[config.mk]
export PLATFORM = sky130hd
export DESIGN_NAME = lpmc_ctrl
export DESIGN_NICKNAME = d
export VERILOG_FILES = /design/src/logic/lpmc_pkg.sv /design/src/logic/lpmc_wake_if.sv /design/src/logic/lpmc_ctrl.sv /design/src/logic/lpmc_wake_qual.sv
export VERILOG_INCLUDE_DIRS = /design/src /design/src/logic
export SDC_FILE = /design/constraint.sdc
export NUM_CORES = 1
export LEC_CHECK = 0
export BUFFER_PORTS_ARGS = -buffer_cell sky130_fd_sc_hd__buf_2
export CAP_MARGIN = 5
export CELL_PAD_IN_SITES_DETAIL_PLACEMENT = 1
export CELL_PAD_IN_SITES_GLOBAL_PLACEMENT = 2
export CORE_MARGIN = 5
export CORE_UTILIZATION = 16
export CTS_CLUSTER_SIZE = 28
export DETAILED_ROUTE_END_ITERATION = 10
export PLACE_DENSITY = 0.9
export SETUP_SLACK_MARGIN = 0.4
export SYNTH_ARGS = -nofsm -noshare
export SYNTH_HDL_FRONTEND = slang
export SYNTH_HIERARCHICAL = 1
export SYNTH_SLANG_ARGS = --single-unit
[constraint.sdc]
create_clock -name clock -period 2.5 [get_ports clock]
set_clock_uncertainty 0.2 [all_clocks]
set_input_delay 0 -clock clock [delete_from_list [all_inputs] [get_ports clock]]
set_output_delay 0 -clock clock [all_outputs]
set_load 0.05 [all_outputs]
[src/logic/lpmc_cfg.svh]
// Constants for the low power mode controller: source positions and timing counts.
// Assumes inclusion by bare name from the package and design files.
`ifndef LPMC_CFG_SVH
`define LPMC_CFG_SVH
`define LPMC_NSRC          16
`define LPMC_SRC_PIN_LO    0
`define LPMC_SRC_GROUP     8
`define LPMC_SRC_BROWNOUT  9
`define LPMC_SRC_WATCHDOG  10
`define LPMC_SRC_RTC       11
`define LPMC_SRC_UTICK     12
`define LPMC_SRC_SERIAL    13
`define LPMC_SRC_USB       14
`define LPMC_SRC_SPARE     15
`define LPMC_NPERIPH       8
`define LPMC_NANALOG       4
`define LPMC_CLK_SETTLE_NS 100
`define LPMC_CLK_PERIOD_NS 20
`define LPMC_CLK_SETTLE_CYC ((`LPMC_CLK_SETTLE_NS + `LPMC_CLK_PERIOD_NS - 1) / `LPMC_CLK_PERIOD_NS)
`endif

[src/logic/lpmc_pkg.sv]
// Types shared by the low power mode controller files.
// Assumes lpmc_cfg.svh is on the include path.
`include "lpmc_cfg.svh"
package lpmc_pkg;
    typedef enum logic [1:0] {
        LPMC_REQ_NONE  = 2'b00,
        LPMC_REQ_SLEEP = 2'b01,
        LPMC_REQ_DEEP  = 2'b10,
        LPMC_REQ_DPD   = 2'b11
    } lpmc_req_e;
    typedef enum logic [2:0] {
        LPMC_ST_ACTIVE = 3'b000,
        LPMC_ST_SLEEP  = 3'b001,
        LPMC_ST_DEEP   = 3'b010,
        LPMC_ST_DPD    = 3'b011,
        LPMC_ST_WAKE   = 3'b100
    } lpmc_state_e;
    typedef logic [`LPMC_NSRC-1:0] lpmc_src_t;
endpackage

[src/logic/lpmc_wake_if.sv]
// Interface carrying wake sources and masks into the qualifier.
// Assumes one clock domain shared by both ends.
`timescale 1ns/100ps
`include "lpmc_cfg.svh"
interface lpmc_wake_if;
    lpmc_pkg::lpmc_src_t pending;
    lpmc_pkg::lpmc_src_t irq_enable;
    lpmc_pkg::lpmc_src_t start_mask;
    logic                deep;
    logic                wake;
    modport ctrl (output pending, output irq_enable, output start_mask, output deep, input wake);
    modport qual (input pending, input irq_enable, input start_mask, input deep, output wake);
endinterface

[src/logic/lpmc_ctrl.sv]
// Low power mode controller: sleep, deep-sleep and deep power-down sequencing.
// Assumes resetn is driven by the reset pin and by brownout and watchdog resets.
//
// What this block does
// RULE_01: Sleep stops processor clock until interrupt or reset.
// RULE_02: Kept-clocked peripherals run and wake in sleep.
// RULE_03: Sleep and deep-sleep retain state and freeze pins.
// RULE_04: Deep-sleep stops main, peripheral clocks; flash standby.
// RULE_05: Deep-sleep powers down analog unless kept running.
// RULE_06: Listed wake-capable units may stay running if selected.
// RULE_07: Serial units off; slave modes may still wake.
// RULE_08: Deep power-down keeps only RTC and reset domain; the code keeps RTC power only when rtc_osc_keep is set.
// RULE_09: Deep power-down exits only by reset or alarm.
// RULE_10: Second alarm flag raises RTC wake request.
// RULE_11: Deep power-down loses contents; pins high impedance.
// RULE_12: Sleep wakes on enabled interrupt or serial wake.
// RULE_13: Pin wake needs controller and start mask enables.
// RULE_14: Brownout wake needs controller, mask, control enables; the code ties the brownout start-mask bit to 1.
// RULE_15: Brownout reset wake needs reset enable first.
// RULE_16: Watchdog interrupt wake needs oscillator, enables, feed.
// RULE_17: Watchdog reset wake needs enable, reset, feed.
// RULE_18: Masked wake restores clocks before releasing processor.
`timescale 1ns/100ps
`include "lpmc_cfg.svh"
module lpmc_ctrl (
    // Clock and reset.
    input  wire logic                     clock,
    input  wire logic                     resetn,
    // Mode request from the processor.
    input  wire lpmc_pkg::lpmc_req_e      mode_req,
    input  wire logic                     mode_go,
    // Configuration.
    input  wire logic [`LPMC_NPERIPH-1:0] periph_keep_clk,
    input  wire logic [`LPMC_NANALOG-1:0] analog_keep_on,
    input  wire logic                     watchdog_osc_keep,
    input  wire logic                     brownout_keep,
    input  wire logic                     rtc_osc_keep,
    input  wire logic                     serial_slave_mode,
    input  wire logic [7:0]               start_logic_mask_0,
    input  wire logic [7:0]               start_logic_mask_1,
    input  wire logic [`LPMC_NSRC-1:0]    irq_enable,
    // Wake sources.
    input  wire logic [7:0]               pin_irq,
    input  wire logic                     group_irq,
    input  wire logic                     brownout_irq,
    input  wire logic                     watchdog_irq,
    input  wire logic                     utick_irq,
    input  wire logic                     usb_need_clk,
    input  wire logic                     serial_irq,
    input  wire logic                     serial_hw_wake_request,
    input  wire logic                     rtc_second_alarm_flag,
    // Controls to the rest of the chip.
    output logic                          cpu_clk_en,
    output logic                          cpu_halt,
    output logic                          main_clk_en,
    output logic [`LPMC_NPERIPH-1:0]      periph_clk_en,
    output logic [`LPMC_NANALOG-1:0]      analog_pwr_en,
    output logic                          watchdog_osc_en,
    output logic                          brownout_en,
    output logic                          serial_pwr_en,
    output logic                          flash_standby,
    output logic                          retain_en,
    output logic                          pin_hold,
    output logic                          pin_hiz,
    output logic                          core_pwr_en,
    output logic                          rtc_pwr_en,
    output logic                          rtc_wake_irq,
    output lpmc_pkg::lpmc_state_e         mode_state
);
    localparam int SETTLE = (`LPMC_CLK_SETTLE_CYC < 1) ? 1 : `LPMC_CLK_SETTLE_CYC;

    lpmc_pkg::lpmc_state_e st_reg;
    lpmc_pkg::lpmc_state_e st_next;
    logic [3:0]            cnt_reg;
    logic [3:0]            cnt_next;
    logic                  alarm_d_reg;
    logic                  rtc_irq_reg;
    logic                  is_sleep;
    logic                  is_deep;
    logic                  is_dpd;
    logic                  is_wake;
    logic                  wake;
    lpmc_pkg::lpmc_src_t   pend;
    lpmc_pkg::lpmc_src_t   mask;

    lpmc_wake_if wif ();

    // Serial interrupts wake only in a slave mode; serial_hw_wake_request wakes in any mode.
    wire serial_wake = serial_irq & serial_slave_mode;                  // [RULE_07]
    wire alarm_rise  = rtc_second_alarm_flag & ~alarm_d_reg;

    assign pend = {1'b0, usb_need_clk, serial_wake, utick_irq, rtc_irq_reg,
                   watchdog_irq, brownout_irq, group_irq, pin_irq};     // [RULE_06]
    assign mask = {{(`LPMC_NSRC-`LPMC_NPERIPH-1){1'b1}}, start_logic_mask_1[0],
                   start_logic_mask_0};                                 // [RULE_13]
    assign wif.pending    = pend | {2'b00, serial_hw_wake_request, 13'h0000};
    assign wif.irq_enable = irq_enable | {2'b00, 1'b1, 13'h0000};
    assign wif.start_mask = mask | {2'b00, 1'b1, 13'h0000};
    assign wif.deep       = is_deep;
    assign wake           = wif.wake;

    lpmc_wake_qual u_qual (
        .w (wif)
    );

    assign is_sleep = (st_reg == lpmc_pkg::LPMC_ST_SLEEP);
    assign is_deep  = (st_reg == lpmc_pkg::LPMC_ST_DEEP);
    assign is_dpd   = (st_reg == lpmc_pkg::LPMC_ST_DPD);
    assign is_wake  = (st_reg == lpmc_pkg::LPMC_ST_WAKE);

    always_comb begin
        st_next  = st_reg;
        cnt_next = cnt_reg;
        unique case (st_reg)
            lpmc_pkg::LPMC_ST_ACTIVE: begin
                if (mode_go) begin
                    unique case (mode_req)
                        lpmc_pkg::LPMC_REQ_SLEEP: st_next = lpmc_pkg::LPMC_ST_SLEEP;
                        lpmc_pkg::LPMC_REQ_DEEP:  st_next = lpmc_pkg::LPMC_ST_DEEP;
                        lpmc_pkg::LPMC_REQ_DPD:   st_next = lpmc_pkg::LPMC_ST_DPD;
                        lpmc_pkg::LPMC_REQ_NONE:  st_next = lpmc_pkg::LPMC_ST_ACTIVE;
                    endcase
                end
            end
            lpmc_pkg::LPMC_ST_SLEEP: begin
                if (wake) begin                                         // [RULE_01]
                    st_next = lpmc_pkg::LPMC_ST_ACTIVE;
                end
            end
            lpmc_pkg::LPMC_ST_DEEP: begin
                if (wake) begin                                         // [RULE_18]
                    st_next  = lpmc_pkg::LPMC_ST_WAKE;
                    cnt_next = 4'(SETTLE);
                end
            end
            lpmc_pkg::LPMC_ST_DPD: begin
                if (rtc_irq_reg) begin                                  // [RULE_09]
                    st_next  = lpmc_pkg::LPMC_ST_WAKE;
                    cnt_next = 4'(SETTLE);
                end
            end
            lpmc_pkg::LPMC_ST_WAKE: begin
                if (cnt_reg <= 4'h1) begin                              // [RULE_18]
                    st_next  = lpmc_pkg::LPMC_ST_ACTIVE;
                    cnt_next = 4'h0;
                end else begin
                    cnt_next = cnt_reg - 4'h1;
                end
            end
            default: st_next = lpmc_pkg::LPMC_ST_ACTIVE;
        endcase
    end

    always_ff @(posedge clock or negedge resetn) begin
        if (!resetn) begin
            st_reg      <= lpmc_pkg::LPMC_ST_ACTIVE;
            cnt_reg     <= 4'h0;
            alarm_d_reg <= 1'b0;
            rtc_irq_reg <= 1'b0;
        end else begin
            st_reg      <= st_next;
            cnt_reg     <= cnt_next;
            alarm_d_reg <= rtc_second_alarm_flag;
            // Alarm request holds until the processor runs again; set wins.
            rtc_irq_reg <= alarm_rise | (rtc_irq_reg & ~(st_reg == lpmc_pkg::LPMC_ST_ACTIVE)); // [RULE_10]
        end
    end

    // Processor clock only in active state, after clocks are restored.
    assign cpu_clk_en    = (st_reg == lpmc_pkg::LPMC_ST_ACTIVE);         // [RULE_01]
    assign cpu_halt      = ~cpu_clk_en;                                  // [RULE_18]
    assign main_clk_en   = ~(is_deep | is_dpd);                          // [RULE_04]
    assign periph_clk_en = is_sleep ? periph_keep_clk                    // [RULE_02]
                         : ((is_deep | is_dpd) ? '0 : {`LPMC_NPERIPH{1'b1}}); // [RULE_04]
    assign analog_pwr_en = is_dpd ? '0
                         : (is_deep ? analog_keep_on : {`LPMC_NANALOG{1'b1}}); // [RULE_05]
    assign watchdog_osc_en = is_dpd ? 1'b0 : (is_deep ? watchdog_osc_keep : 1'b1); // [RULE_06]
    assign brownout_en   = is_dpd ? 1'b0 : (is_deep ? brownout_keep : 1'b1);      // [RULE_14]
    assign serial_pwr_en = ~(is_deep | is_dpd);                          // [RULE_07]
    assign flash_standby = is_deep;                                      // [RULE_04]
    assign retain_en     = ~is_dpd;                                      // [RULE_03]
    assign pin_hold      = is_sleep | is_deep;                           // [RULE_03]
    assign pin_hiz       = is_dpd;                                       // [RULE_11]
    assign core_pwr_en   = ~is_dpd;                                      // [RULE_08]
    assign rtc_pwr_en    = ~is_dpd | rtc_osc_keep;                       // [RULE_08]
    assign rtc_wake_irq  = rtc_irq_reg;                                  // [RULE_10]
    assign mode_state    = st_reg;
endmodule

[src/logic/lpmc_wake_qual.sv]
// Wake qualification: combines pending sources with interrupt enables and start masks.
// Assumes inputs are synchronous to the controller clock.
`timescale 1ns/100ps
`include "lpmc_cfg.svh"
module lpmc_wake_qual (
    lpmc_wake_if.qual w
);
    wire [`LPMC_NSRC-1:0] sleep_hit;
    wire [`LPMC_NSRC-1:0] deep_hit;
    wire                  serial_hit;
    // Sleep wakes on any enabled interrupt or a serial hardware wake.
    assign sleep_hit  = w.pending & w.irq_enable;                       // [RULE_12]
    assign serial_hit = w.pending[`LPMC_SRC_SERIAL];                    // [RULE_12]
    // Deep-sleep needs the start-logic mask as well.
    assign deep_hit   = w.pending & w.irq_enable & w.start_mask;        // [RULE_18]
    assign w.wake     = w.deep ? ((|deep_hit) | serial_hit)
                               : ((|sleep_hit) | serial_hit);
endmodule

==> run summary <==
The flip-flop count of the largest register after layout is 4. The critical-path cell with the highest stage delay is sky130_fd_sc_hd__dfrtp_2. The count of antenna-violating nets left after detailed routing is 0. The worst hold slack came out at ~67 ps. The final standard cell utilization of the core is 29.5%. The number of enable-type register cells in the synthesized netlist came out at 0. The row count is 27. The fmax is 460 MHz. The setup slack after placement is 187 ps. The count of final max-slew check failures came to 0. The post-route worst setup slack is 326 ps. Of all nets on the critical path, the largest fanout is 3. STA classifies the critical path endpoint as a flip-flop. In the final timing run, aggregate negative setup slack is 0 ps. The area growth from synthesis to layout is 77.3%. TritonCTS built the clock tree. The critical path goes through and2b_4, inv_8, nor2_4, nor2b_4, nand4_1, nor4_2, nor2_2, mux2i_2, buf_4, o21a_1, o22ai_1. In this run the number of H-tree levels came out at 1. The overall die height came out at approximately 86 um. The area of the die is 7410 um^2. The via count of the first global-routing pass is ~1300.

In the global route stage, overall resource usage came out at 10.0%. The clock tree root buffer cell is sky130_fd_sc_hd__clkbuf_8. The time the final worst path needs with I/O delays and setup is 2170 ps. Among all flip-flop cells after synthesis, the most frequent one is sky130_fd_sc_hd__dfrtp_1. The post-DP HPWL is 3.27 mm.

The number of I/O pins came out at between 90 and 100. The share of the clock period used by the worst path after layout came out at ~87%. The initial core utilization came out at 16.6%. The cell taking the most area after synthesis is sky130_fd_sc_hd__dfrtp_1.

Once layout is done, the placed cells without fillers occupy 1640 um^2. For this run the aggregate overflow at the end of global routing stands at 0. By count the netlist is led by sky130_fd_sc_hd__nand3_1 (15), sky130_fd_sc_hd__inv_1 (10), sky130_fd_sc_hd__dfrtp_1 (9), sky130_fd_sc_hd__nor2b_1 (9). The run finished with clean final reports.

On the worst path, the slowest cell contributes a delay of 390 ps. The share of synthesized area in the top cell type comes to 24.3%. The post-synthesis sequential element count came out at 9. The cell total after placement is 283. The number of failing setup endpoints in the final timing report is 0.

Setup repair after global routing could not meet its margin everywhere. The final number of hold-violating endpoints came out at 0. The proportion of layout cells with a drive suffix above 1 is 52.2%. The transition time at the pin with the least slew margin came out at 577 ps. The routed design has 3.85 mm of wire. The async set-reset flop share out of synthesis came out at 100%. The final net count is 298. The x dimension of the die is 86.1 um. The clock input transition at the sequential cells of the worst setup and hold paths is 50 ps. The critical path is of the flip-flop to flip-flop type. The number of port buffers is 88. Power comes to between 1.5 and 2 mW.

The remaining routing DRC violations is 0. The count of vias placed by the detailed router came out at 1259. For this design, the sink count on the clock tree is 9. In this run the standard cell core region covers 5570 um^2. The leakage component of the power is 0.803 nW.

The sequential cell area fraction in the yosys report is between 20% and 30%. The final non-filler cell total came out at 298. The total power divided by cell area came out at 1050 nW/um^2. The number of antenna diodes in the final layout is 0. The maximum root-to-sink buffer count is 2. The cell area after synthesis is around 900 um^2. The placer's final routability congestion estimate came out at 0.692.

The first global-routing pass estimated 6.08 mm of wire. In the routed layout, each cell is associated on average with a via count of 4.22. The required time of the critical path came out at 2400 ps. The number of iterations in the first detailed-routing pass is 4.

The initial antenna violation count came out at 0. The maximum resistive drop on vdd is ~0.84 mV. The critical path data arrival time came out at just over 2000 ps.

The worst slew slack as a fraction of its limit came out at 61.2%. The count of yosys warnings during synthesis came out at 6. The pin count of the biggest net entering global routing is 25. The clock latency reported for the late side of the worst-skew pair came out at 230 ps. The max-capacitance violation count came out at 0.

The leading cell type by number of instances after synthesis is sky130_fd_sc_hd__nand3_1. STA classifies the critical path startpoint as a flip-flop. The mean area per synthesized cell is between 7 and 8 um^2. After detailed placement, the total cell area comes to 1470 um^2.

The path class of the tightest hold or removal check is input port to flip-flop. The detailed-route wire length per cell came out at 12.9 um. Yosys attributes the largest share of cell area to sky130_fd_sc_hd__dfrtp_1 (24%), sky130_fd_sc_hd__nand3_1 (8.1%), sky130_fd_sc_hd__o21bai_1 (6.5%). The total clock buffers created by CTS came out at 3. The number of distinct library cells after synthesis came out at 40.

The number of cells produced by synthesis is roughly 120. The number of DRC markers after the initial detailed-route iteration came out at 18.
[cell families after synthesis]
family,synth area share [%]
compound gates,27.2
flops,24.3
fa+ha+maj,2.70
mux,1.49
simple gates,32.0
xor+xnor,0.946
other cells,0.811
buf+inv,10.5
[layer usage]
layer  part of all wire [%]  vias up  wire [um]  GRT usage (%)
li1                       -      636          -              -
met1                     37      589       1410           11.1
met2                     57       34       2190           20.1
met3                    6.6        0        253           2.31
met4                      0        0          0          0.432
met5                      0        -          0              0
[worst paths after layout]
kind / startpoint / end / slack [ps] / cells past startpoint
max: mode_state[2]$_DFFE_PN0P_ / cnt_reg[0]$_DFFE_PN0P_ / 330 / 11
min in group asynchronous: resetn / cnt_reg[0]$_DFFE_PN0P_ / 570 / 3
max in group asynchronous: resetn / mode_state[2]$_DFFE_PN0P_ / 1200 / 3
min: mode_req[0] / mode_state[0]$_DFFE_PN0P_ / 70 / 4
min reg2reg: alarm_d_reg$_DFF_PN0_ / rtc_wake_irq$_DFF_PN0_ / 210 / 1
max reg2reg: mode_state[2]$_DFFE_PN0P_ / cnt_reg[0]$_DFFE_PN0P_ / 330 / 11
[cells in the final DEF, fill, tap and decap left out, drive strengths merged]
master	synthesis	layout
o311ai	1	1
o21ai	8	8
nor4	1	1
xnor2	1	1
a32oi	1	1
and2	1	1
o21bai	8	8
mux2i	1	1
o2111ai	1	1
a211o	2	2
o31ai	1	1
and4b	1	1
nor2	8	8
a21o	1	1
nor3b	1	1
o22ai	1	1
nand3	15	15
nor2b	9	9
ha	2	2
nand3b	2	2
clkbuf	2	4
dlygate4sd3	0	5
o32ai	1	1
nand2	2	2
and2b	1	1
nand2b	1	1
o21a	1	1
conb	2	8
nand4	6	6
inv	13	13
buf	6	97
a21oi	2	2
nor3	2	2
dfrtp	9	9
a211oi	1	1
a22oi	7	7
[worst max-delay path, delay by kind of cell, from the launching register on]
family | cells | cell delay, ps
and+or+nand+nor | 6 | 850
DFF | 1 | 390
AOI/OAI and AO/OA | 2 | 170
muxes | 1 | 220
buffers and inverters | 2 | 200
[power by group]
part | leakage (nW) | switching [mW] | internal [mW] | total [mW]
combinational | 0.671 | 0.919 | 0.393 | 1.31
clock | 0.0228 | 0.0579 | 0.111 | 0.169
sequential | 0.109 | 0.0456 | 0.197 | 0.242
[timing repair]
action / in CTS / in global routing
resized for setup: 1 / 7
endpoints found under the hold margin: 12 / 0
hold buffers: 5 / 0
gates cloned: 0 / 0
pin swaps: 2 / 3
endpoints found under the setup margin: 5 / 7
buffers inserted: 4 / 2
[area by class of cell]
cell class                 instances  area [um^2]
fill                             718         3930
sequential                         9          228
tap                               72         90.1
multi-input combinational         98          664
inverter                          13         56.3
clock buffer                       4         45.0
timing repair buffer             102          558
Note: power is estimated with default switching activity, not from simulation.
